File: config.mk
export PLATFORM = sky130hd
export DESIGN_NAME = utb_tx_break
export DESIGN_NICKNAME = d
export VERILOG_FILES = /design/src/utb_pkg.sv /design/src/utb_tx_break.sv
export SDC_FILE = /design/constraint.sdc
export NUM_CORES = 1
export LEC_CHECK = 0
export BUFFER_PORTS_ARGS = -buffer_cell sky130_fd_sc_hd__clkbuf_2
export CAP_MARGIN = 10
export CORE_AREA = 2 2 101 103
export CTS_BUF_LIST = sky130_fd_sc_hd__clkbuf_8
export CTS_CLUSTER_DIAMETER = 120
export DETAILED_ROUTE_END_ITERATION = 8
export DIE_AREA = 0 0 103 105
export PLACE_DENSITY = 0.71
export SLEW_MARGIN = 0
export SYNTH_ARGS = -nofsm -noshare
export SYNTH_HDL_FRONTEND = slang
export SYNTH_SLANG_ARGS = --single-unit
File: constraint.sdc
create_clock -name clk -period 6.64 [get_ports clk]
set_clock_uncertainty 0.05 [all_clocks]
set_input_delay 1.328 -clock clk [delete_from_list [all_inputs] [get_ports clk]]
set_output_delay 1.328 -clock clk [all_outputs]
set_load 0.01 [all_outputs]
File: src/utb_pkg.sv
`default_nettype none
package utb_pkg;
   // Register byte offsets
   localparam logic [7:0]  CR_OFF      = 8'h00;
   localparam logic [7:0]  MODE_OFF    = 8'h04;
   localparam logic [7:0]  CSR_OFF     = 8'h14;
   localparam logic [7:0]  THR_OFF     = 8'h1c;
   localparam logic [7:0]  BAUD_OFF    = 8'h20;
   // Field positions
   localparam int          BEGIN_BIT   = 9;
   localparam int          END_BIT     = 10;
   localparam int          READY_BIT   = 1;
   localparam int          EMPTY_BIT   = 9;
   localparam int          PAR_BIT     = 0;
   localparam int          STOP2_BIT   = 1;
   // Timing in bit periods, reset baud divider in clocks per bit
   localparam logic [3:0]  BASE_FRAME  = 4'ha;
   localparam logic [3:0]  POST_IDLE   = 4'hc;
   localparam logic [15:0] BAUD_RST    = 16'h0010;

   typedef enum logic [1:0]
   {
      ST_IDLE = 2'b00,
      ST_PEND = 2'b01,
      ST_BRK  = 2'b10,
      ST_POST = 2'b11
   } utb_brk_type;

   typedef struct packed
   {
      logic even_par;
      logic two_stop;
   } utb_mode_type;

   localparam utb_mode_type MODE_RST = '{even_par: 1'b0, two_stop: 1'b0};

   typedef struct packed
   {
      logic         waitreq;
      logic [31:0]  rdata;
      utb_mode_type mode;
      logic [15:0]  baud_div;
      logic [15:0]  baud_cnt;
      logic [7:0]   hold_data;
      logic         hold_full;
      logic         hold_free;
      logic         busy;
      logic [11:0]  sh;
      logic [3:0]   left;
      logic         txd_sh;
      logic         txd;
      utb_brk_type  brk;
      logic [3:0]   cnt;
      logic         stop_req;
      logic         all_empty;
   } utb_state_type;

   localparam utb_state_type STATE_RST = '{
      waitreq: 1'b1, rdata: 32'h0, mode: MODE_RST, baud_div: BAUD_RST,
      baud_cnt: 16'h0, hold_data: 8'h0, hold_full: 1'b0, hold_free: 1'b1,
      busy: 1'b0, sh: 12'hfff, left: 4'h0, txd_sh: 1'b1, txd: 1'b1,
      brk: ST_IDLE, cnt: 4'h0, stop_req: 1'b0, all_empty: 1'b1};
endpackage
`default_nettype wire

File: src/utb_tx_break.sv
// The register offsets and the Avalon-MM interface to the registers were left to the implementer.
`timescale 1ns/1ps
`default_nettype none
module utb_tx_break
(
   input  wire logic        clk,
   input  wire logic        reset,
   input  wire logic [7:0]  avs_address,
   input  wire logic        avs_read,
   input  wire logic        avs_write,
   input  wire logic [31:0] avs_writedata,
   input  wire logic [3:0]  avs_byteenable,
   output logic      [31:0] avs_readdata,
   output logic             avs_waitrequest,
   output logic             txd
);
   utb_pkg::utb_state_type s_r;
   utb_pkg::utb_state_type s_nxt;
   logic                   tick;
   logic                   wr;
   logic [31:0]            wd;
   logic [31:0]            wmask;
   logic [3:0]             flen;
   logic                   begin_c;
   logic                   end_c;
   logic                   start_acc;
   logic                   stop_acc;
   logic                   thr_wr;
   logic                   load;

   function automatic logic [31:0] be_mask(input logic [3:0] be);
      be_mask = {{8{be[3]}}, {8{be[2]}}, {8{be[1]}}, {8{be[0]}}};
   endfunction

   function automatic logic [3:0] frame_len(input utb_pkg::utb_mode_type m);
      frame_len = utb_pkg::BASE_FRAME + {3'h0, m.even_par}
                  + {3'h0, m.two_stop};
   endfunction

   function automatic logic [31:0] rd_mux(input utb_pkg::utb_state_type s,
                                          input logic [7:0] a);
      rd_mux = 32'h0;
      case (a)
         utb_pkg::MODE_OFF:
         begin
            rd_mux[utb_pkg::PAR_BIT]   = s.mode.even_par;
            rd_mux[utb_pkg::STOP2_BIT] = s.mode.two_stop;
         end
         utb_pkg::CSR_OFF:
         begin
            rd_mux[utb_pkg::READY_BIT] = s.hold_free;
            rd_mux[utb_pkg::EMPTY_BIT] = s.all_empty;
         end
         utb_pkg::BAUD_OFF:
            rd_mux = {16'h0, s.baud_div};
         default:
            rd_mux = 32'h0;
      endcase
   endfunction

   // Bit period strobe from a down counter
   assign tick      = (s_r.baud_cnt == 16'h0);
   assign wr        = avs_write & ~s_r.waitreq;
   assign wmask     = be_mask(avs_byteenable);
   assign wd        = avs_writedata & wmask;
   assign flen      = frame_len(s_r.mode);
   assign begin_c   = wr & (avs_address == utb_pkg::CR_OFF)
                      & wd[utb_pkg::BEGIN_BIT];
   assign end_c     = wr & (avs_address == utb_pkg::CR_OFF)
                      & wd[utb_pkg::END_BIT];
   assign start_acc = begin_c & s_r.hold_free
                      & (s_r.brk == utb_pkg::ST_IDLE);
   assign stop_acc  = end_c & s_r.hold_free & ~s_r.stop_req
                      & (s_r.brk == utb_pkg::ST_BRK);
   assign thr_wr    = wr & (avs_address == utb_pkg::THR_OFF);
   // Shifter loads only outside a break
   assign load      = ~s_r.busy & s_r.hold_full
                      & (s_r.brk == utb_pkg::ST_IDLE);

   always_comb
   begin
      s_nxt = s_r;
      // Bus handshake: one wait cycle, then accept
      s_nxt.waitreq = ~((avs_read | avs_write) & s_r.waitreq);
      if (avs_read & s_r.waitreq)
         s_nxt.rdata = rd_mux(s_r, avs_address);
      if (wr & (avs_address == utb_pkg::MODE_OFF) & avs_byteenable[0])
      begin
         s_nxt.mode.even_par = wd[utb_pkg::PAR_BIT];
         s_nxt.mode.two_stop = wd[utb_pkg::STOP2_BIT];
      end
      if (wr & (avs_address == utb_pkg::BAUD_OFF))
         s_nxt.baud_div = (s_r.baud_div & ~wmask[15:0]) | wd[15:0];

      if (tick)
         s_nxt.baud_cnt = (s_r.baud_div == 16'h0) ? 16'h0
                          : s_r.baud_div - 16'h1;
      else
         s_nxt.baud_cnt = s_r.baud_cnt - 16'h1;

      // Holding register write, dropped when not free
      if (thr_wr & s_r.hold_free)
      begin
         s_nxt.hold_data = wd[7:0];
         s_nxt.hold_full = 1'b1;
         s_nxt.hold_free = 1'b0;
      end

      if (start_acc)
      begin
         s_nxt.brk       = utb_pkg::ST_PEND;
         s_nxt.hold_free = 1'b0;
      end
      if (stop_acc)
      begin
         s_nxt.stop_req  = 1'b1;
         s_nxt.hold_free = 1'b0;
      end

      // Character shifter
      if (tick & s_r.busy)
      begin
         if (s_r.left != 4'h0)
         begin
            s_nxt.txd_sh = s_r.sh[0];
            s_nxt.sh     = {1'b1, s_r.sh[11:1]};
            s_nxt.left   = s_r.left - 4'h1;
         end
         else
         begin
            s_nxt.busy   = 1'b0;
            s_nxt.txd_sh = 1'b1;
         end
      end
      if (load)
      begin
         s_nxt.sh        = {2'b11,
                            s_r.mode.even_par ? ^s_r.hold_data : 1'b1,
                            s_r.hold_data, 1'b0};
         s_nxt.left      = flen;
         s_nxt.busy      = 1'b1;
         s_nxt.hold_full = 1'b0;
         s_nxt.hold_free = 1'b1;
      end

      // Break sequencer, paced by bit periods
      case (s_r.brk)
         utb_pkg::ST_IDLE:
            s_nxt.cnt = 4'h0;
         utb_pkg::ST_PEND:
            if (tick & ~s_r.busy)
            begin
               s_nxt.brk       = utb_pkg::ST_BRK;
               s_nxt.cnt       = 4'h0;
               s_nxt.hold_free = 1'b1;
            end
         utb_pkg::ST_BRK:
            if (tick)
            begin
               if (s_r.cnt < flen)
                  s_nxt.cnt = s_r.cnt + 4'h1;
               if (s_r.stop_req & (s_r.cnt >= flen - 4'h1))
               begin
                  s_nxt.brk      = utb_pkg::ST_POST;
                  s_nxt.cnt      = 4'h0;
                  s_nxt.stop_req = 1'b0;
               end
            end
         utb_pkg::ST_POST:
            if (tick)
            begin
               s_nxt.cnt = s_r.cnt + 4'h1;
               if (s_r.cnt >= utb_pkg::POST_IDLE - 4'h1)
               begin
                  s_nxt.brk       = utb_pkg::ST_IDLE;
                  s_nxt.cnt       = 4'h0;
                  s_nxt.hold_free = 1'b1;
               end
            end
         default:
            s_nxt.brk = utb_pkg::ST_IDLE;
      endcase

      // Line level
      if (s_nxt.brk == utb_pkg::ST_BRK)
         s_nxt.txd = 1'b0;
      else if (s_nxt.brk == utb_pkg::ST_POST)
         s_nxt.txd = 1'b1;
      else
         s_nxt.txd = s_nxt.txd_sh;

      s_nxt.all_empty = ~s_nxt.busy & ~s_nxt.hold_full
                        & ((s_nxt.brk == utb_pkg::ST_IDLE)
                           | (s_nxt.brk == utb_pkg::ST_PEND));
   end

   always_ff @(posedge clk or posedge reset)
   begin
      if (reset)
         s_r <= utb_pkg::STATE_RST;
      else
         s_r <= s_nxt;
   end

   assign avs_readdata    = s_r.rdata;
   assign avs_waitrequest = s_r.waitreq;
   assign txd             = s_r.txd;
endmodule
`default_nettype wire

# ---- Yosys cells after proc, flatten, opt, wreduce, memory -nomap -nowiden
# Index checks and enable logic that the tools add are counted.
dict set report totals {
  register_bits 104
  latch_bits 0
  ram_bits 0
  rom_bits 0
  n_memories 0
}
dict set report op_classes {
  n_addsub 7
  mul 0
  n_div 0
  order_cmp 3
  eq_ne 14
  shift 0
  muxes 33
  bitwise 35
  n_reduce_logical 11
}
# cell count
set ops {}
lappend ops {{$mux 16} 3}
lappend ops {{$and 16x16->16} 2}
lappend ops {{$logic_not 16->1} 2}
lappend ops {{$sub 16x1->16 const B} 2}
lappend ops {{$mux 6} 4}
lappend ops {{$and 1x1->1} 23}
lappend ops {{$mux 7} 3}
lappend ops {{$mux 19} 1}
lappend ops {{$mux 18} 1}
lappend ops {{$eq 8x5->1 const B} 2}
lappend ops {{$not 16->16} 1}
lappend ops {{$or 16x16->16} 1}
lappend ops {{$pmux 4 s4} 1}
lappend ops {{$mux 1} 12}
lappend ops {{$eq 2x2->1 const B} 4}
lappend ops {{$eq 8x3->1 const B} 1}
lappend ops {{$eq 8x6->1 const B} 1}
lappend ops {{$logic_not 8->1} 1}
lappend ops {{$reduce_xor 8->1} 1}
lappend ops {{$sub 4x1->4 const B} 2}
lappend ops {{$ne 2x2->1 const B} 3}
lappend ops {{$not 1->1} 6}
lappend ops {{$pmux 1 s2} 3}
lappend ops {{$pmux 2 s3} 1}
lappend ops {{other kinds (17)} 22}

# ---- Depth between registers and ports, before layout
dict set report depth {
  ltp_word 14
  mapped_depth 9
}

# ---- Worst setup path after synthesis
# No wires, ideal clock.
dict set report synth_path {
  path_type {input to register}
  startpoint {input port avs_address[1]}
  endpoint {register with a tool-made name}
  setup_time_ns 0.125
  arrival_ns 2.937
  required_ns 6.465
  path_slack_ns 3.528
  cell_stages 6
  path_cell_list {or4_4 nor4_2 and2_1 and3_1 buf_4 mux2_2}
}
# item line
set synth_lines {}
lappend synth_lines {{start, declared} utb_tx_break.sv:8} ;# input wire logic [7:0] avs_address,

==> results.py <==
metrics = {
    "run_status": {
        "run_status": "completed",
    },
    "global_routing": {
        "globalRouteTotalUtil_pct": 19.6,
        "first_global_vias": 3463,
        "grt_first_pass_wirelength_mm": 16.8,
        "overflow": 0,
        "maximum_number_of_pins_on_one_net_before_global_route_repair": 89,
        "antenna_found_initial": 0,
    },
    "layout": {
        "antenna_cells_inserted": 0,
        "final_common_cell": "sky130_fd_sc_hd__nand2_1",
        "final_layout_size_suffix_gt1_share_pct": 22.9,
        "final_net_count": 567,
        "nFillCells": 887,
        "final_cell_mix": "79 x sky130_fd_sc_hd__nand2_1, 70 x sky130_fd_sc_hd__dfrtp_1, 47 x sky130_fd_sc_hd__clkbuf_2",
        "area_growth_pct": 7.22,
    },
    "min_path": {
        "holdPathStages": 2,
        "holdPathEnd": "s_r[14]$_DFFE_PP1P_",
        "hold_path.class": "flop to flop",
        "min-delay-start": "s_r[15]$_DFFE_PP1P_",
    },
    "timing": {
        "rsz_0062_raised_after_global_routing": "no",
        "hold_violations": 0,
        "timing.final.setup_violations": 0,
        "clock.fmax_ghz": 0.315,
        "min_period_ns": 3.17,
        "final_max_slew_viol_count": 0,
        "worst-slew-pin-transition_ns": 1.09,
        "timing.slew.headroom_pct": 27.1,
        "fin_setup_tns_ns": 0,
        "finalCritPeriodShare_pct": 47.8,
    },
    "floorplanning": {
        "die_area_um2": 10800,
        "rows": 36,
        "die_width_um": 103,
        "die_span_in_y_um": 105,
        "boundary_pin_count": 82,
        "initial_core_util_pct": 49.5,
        "core_region_area_um2": 9640,
    },
    "routing": {
        "postRouteAntennaNets": 0,
        "route.detailed.wl_per_inst_um": 15.4,
        "route.top_layer_used": "met4",
        "drcViolationCount": 0,
        "first_iter_violations": 177,
        "wl_met2_mm": 4.98,
        "wirelength_mm": 9.96,
        "via_per_inst": 5.44,
        "wirelength_met1_mm": 4.42,
        "first_pass_iters": 4,
        "route.met3.wl_um": 348,
        "number_of_vias_after_detailed_routing": 3510,
    },
    "synth": {
        "post_synth_edffs": 0,
        "synth_flop_cell": "sky130_fd_sc_hd__dfrtp_1",
        "yosysTopAreaCellShare_pct": 36.7,
        "yosysWarnings": 0,
        "async_flop_share_pct": 100,
        "synth_area_leader_cell": "sky130_fd_sc_hd__dfrtp_1",
        "synth-seq-area-share_pct": 46.7,
        "mappedNetlistArea_um2": 4770,
        "synth_cell_types": 64,
        "synth.area.top_cells": "sky130_fd_sc_hd__dfrtp_1 37%, sky130_fd_sc_hd__dfstp_2 9.9%, sky130_fd_sc_hd__nand2_1 6.2%, sky130_fd_sc_hd__buf_4 5.5%, sky130_fd_sc_hd__mux2_2 4.7%",
        "syn_inst": 483,
        "syn_avg_cell_area_um2": 9.87,
        "yosys_register_bits": 88,
    },
    "worst_setup_path": {
        "crit_path_cells": "clkbuf_2 > or4_4 > nor4_2 > and2_1 > and3_1 > mux2_2",
        "crit_path_top_delay_cell": "sky130_fd_sc_hd__or4_4",
        "largest_fanout_of_any_net_on_the_critical_path": 8,
        "reg2reg_depth": 5,
        "critPathCaptureType": "flop",
        "r2r_slack_ns": 4.06,
        "ff_to_ff_end": "s_r[52]$_DFF_PP0_",
        "worst_endpoint_required_time_ns": 6.82,
        "timing.setup.critical_path_class": "input port to flop",
        "cp_data_arrival_time_ns": 3.36,
        "cp_slowest_stage_delay_ns": 0.57,
        "cp-startpoint": "avs_address[1]",
        "crit_path_start_kind": "input port",
    },
    "power": {
        "p_seq_share_pct": 53.6,
        "worst_ir_drop_vdd_mv": 0.156,
        "power.density_nw_per_um2": 260,
        "p_int_uw": 916,
        "combPwrFrac_pct": 18.4,
        "total_leakage_power_nw": 2.29,
        "p_clk_share_pct": 28.0,
        "power.share.switching_pct": 31.0,
        "switching_power_uw": 412,
        "p_total_mw": 1.33,
    },
    "cts": {
        "cts_tree": "done",
        "cts.htree.levels": 3,
        "cts.path.max_buffers": 2,
        "clock_transition_at_path_regs_ns": 0.09,
        "cts.sink_count": 88,
        "post_cts_setup_buffer_count": 0,
        "cts.hold.buffers_added": 0,
        "cts_buffers": 9,
        "cts.repair.resized": 0,
        "clock_tree.root_cell": "sky130_fd_sc_hd__clkbuf_8",
        "clk-insertion-delay-late_ns": 0.35,
    },
    "place": {
        "gp_congestion": 0.842,
        "detailedPlacementHpwl_mm": 7.24,
        "port_buffers": 47,
    },
    "job": {
        "cap_violations": 0,
    },
}
[synth_stat cells, types with 4 or more instances]
library cell,n
sky130_fd_sc_hd__mux2_2,20
sky130_fd_sc_hd__dfrtp_1,70
sky130_fd_sc_hd__nor3_1,10
sky130_fd_sc_hd__o21ai_0,33
sky130_fd_sc_hd__nand2_1,79
sky130_fd_sc_hd__nand3_1,11
sky130_fd_sc_hd__nor2b_1,4
sky130_fd_sc_hd__inv_1,18
sky130_fd_sc_hd__nor4_1,5
sky130_fd_sc_hd__a22oi_1,9
sky130_fd_sc_hd__xnor2_1,22
sky130_fd_sc_hd__nand2b_1,5
sky130_fd_sc_hd__and2_1,4
sky130_fd_sc_hd__ha_1,12
sky130_fd_sc_hd__nor2_1,23
sky130_fd_sc_hd__o22ai_1,13
sky130_fd_sc_hd__buf_4,35
sky130_fd_sc_hd__dfstp_2,18
sky130_fd_sc_hd__a21oi_1,8
sky130_fd_sc_hd__clkbuf_1,14
sky130_fd_sc_hd__xor2_1,7
[metal layers]
layer	global-route usage [%]	vias to the layer above
met5	0	-
met4	6.30	0
met3	4.15	19
met2	31.1	74
met1	26.7	1727
li1	-	1690
[power groups by stage]
stage | clock network [mW] | logic (mW) | registers (mW)
after detailed placement | 0 | 0.244 | 0.719
after global placement | 0 | 0.234 | 0.714
after floorplan | 0 | 0.199 | 0.703
final | 0.372 | 0.244 | 0.712
after CTS | 0.382 | 0.246 | 0.710
after global routing | 0.406 | 0.275 | 0.725
[how the worst max path moves through the flow]
| stage | endpoint | slack [ns] | depth (start not counted) |
|---|---|---|---|
| 2_1_floorplan | asynchronous set/reset pin | 3.01 | 1 |
| 3_3_place_gp | flop | 3.14 | 6 |
| 3_5_place_dp | flop | 3.08 | 6 |
| 4_1_cts | flop | 3.46 | 6 |
| 5_1_grt | flop | 3.35 | 6 |
| 6_report | flop | 3.47 | 6 |
[cells by family after synthesis]
group	after synthesis	synth area share, %
buffers and inverters	69	8.21
and+or+nand+nor	171	18.8
xor gates and xnor gates	29	5.33
AOI/OAI and AO/OA	92	12.9
adders and majority gates	12	3.15
muxes	21	4.93
other	1	0.0786
DFF	88	46.7
[critical path, delay by kind of cell]
kind | cells | cell delay, ns
buffers and inverters | 1 | 0.08
muxes | 1 | 0.39
and+or+nand+nor | 4 | 1.56
[layout make-up]
type / count / area [µm²] / area share, %
well taps: 133 / 166 / 3.26
inverters: 18 / 68.8 / 1.35
multi-input cells: 341 / 2210 / 43.2
flip-flops and latches: 88 / 2220 / 43.5
clock buffers: 9 / 124 / 2.42
repair buffers: 49 / 250 / 4.89
clock inverters: 7 / 70.1 / 1.37
[per-stage QoR]
stage	cell area, µm²	setup slack, ns	hold WS (ns)	std cells	util, %
finish	5110	3.47	0.410	645	53.0
global route	5110	3.35	0.432	645	53.0
CTS	5110	3.46	0.414	645	53.0
detailed placement	4920	3.08	0.395	629	51.0
floorplan	4820	3.01	0.385	498	-
global placement	4920	3.14	0.392	629	51.0
Power figures use the tool's default switching activity.
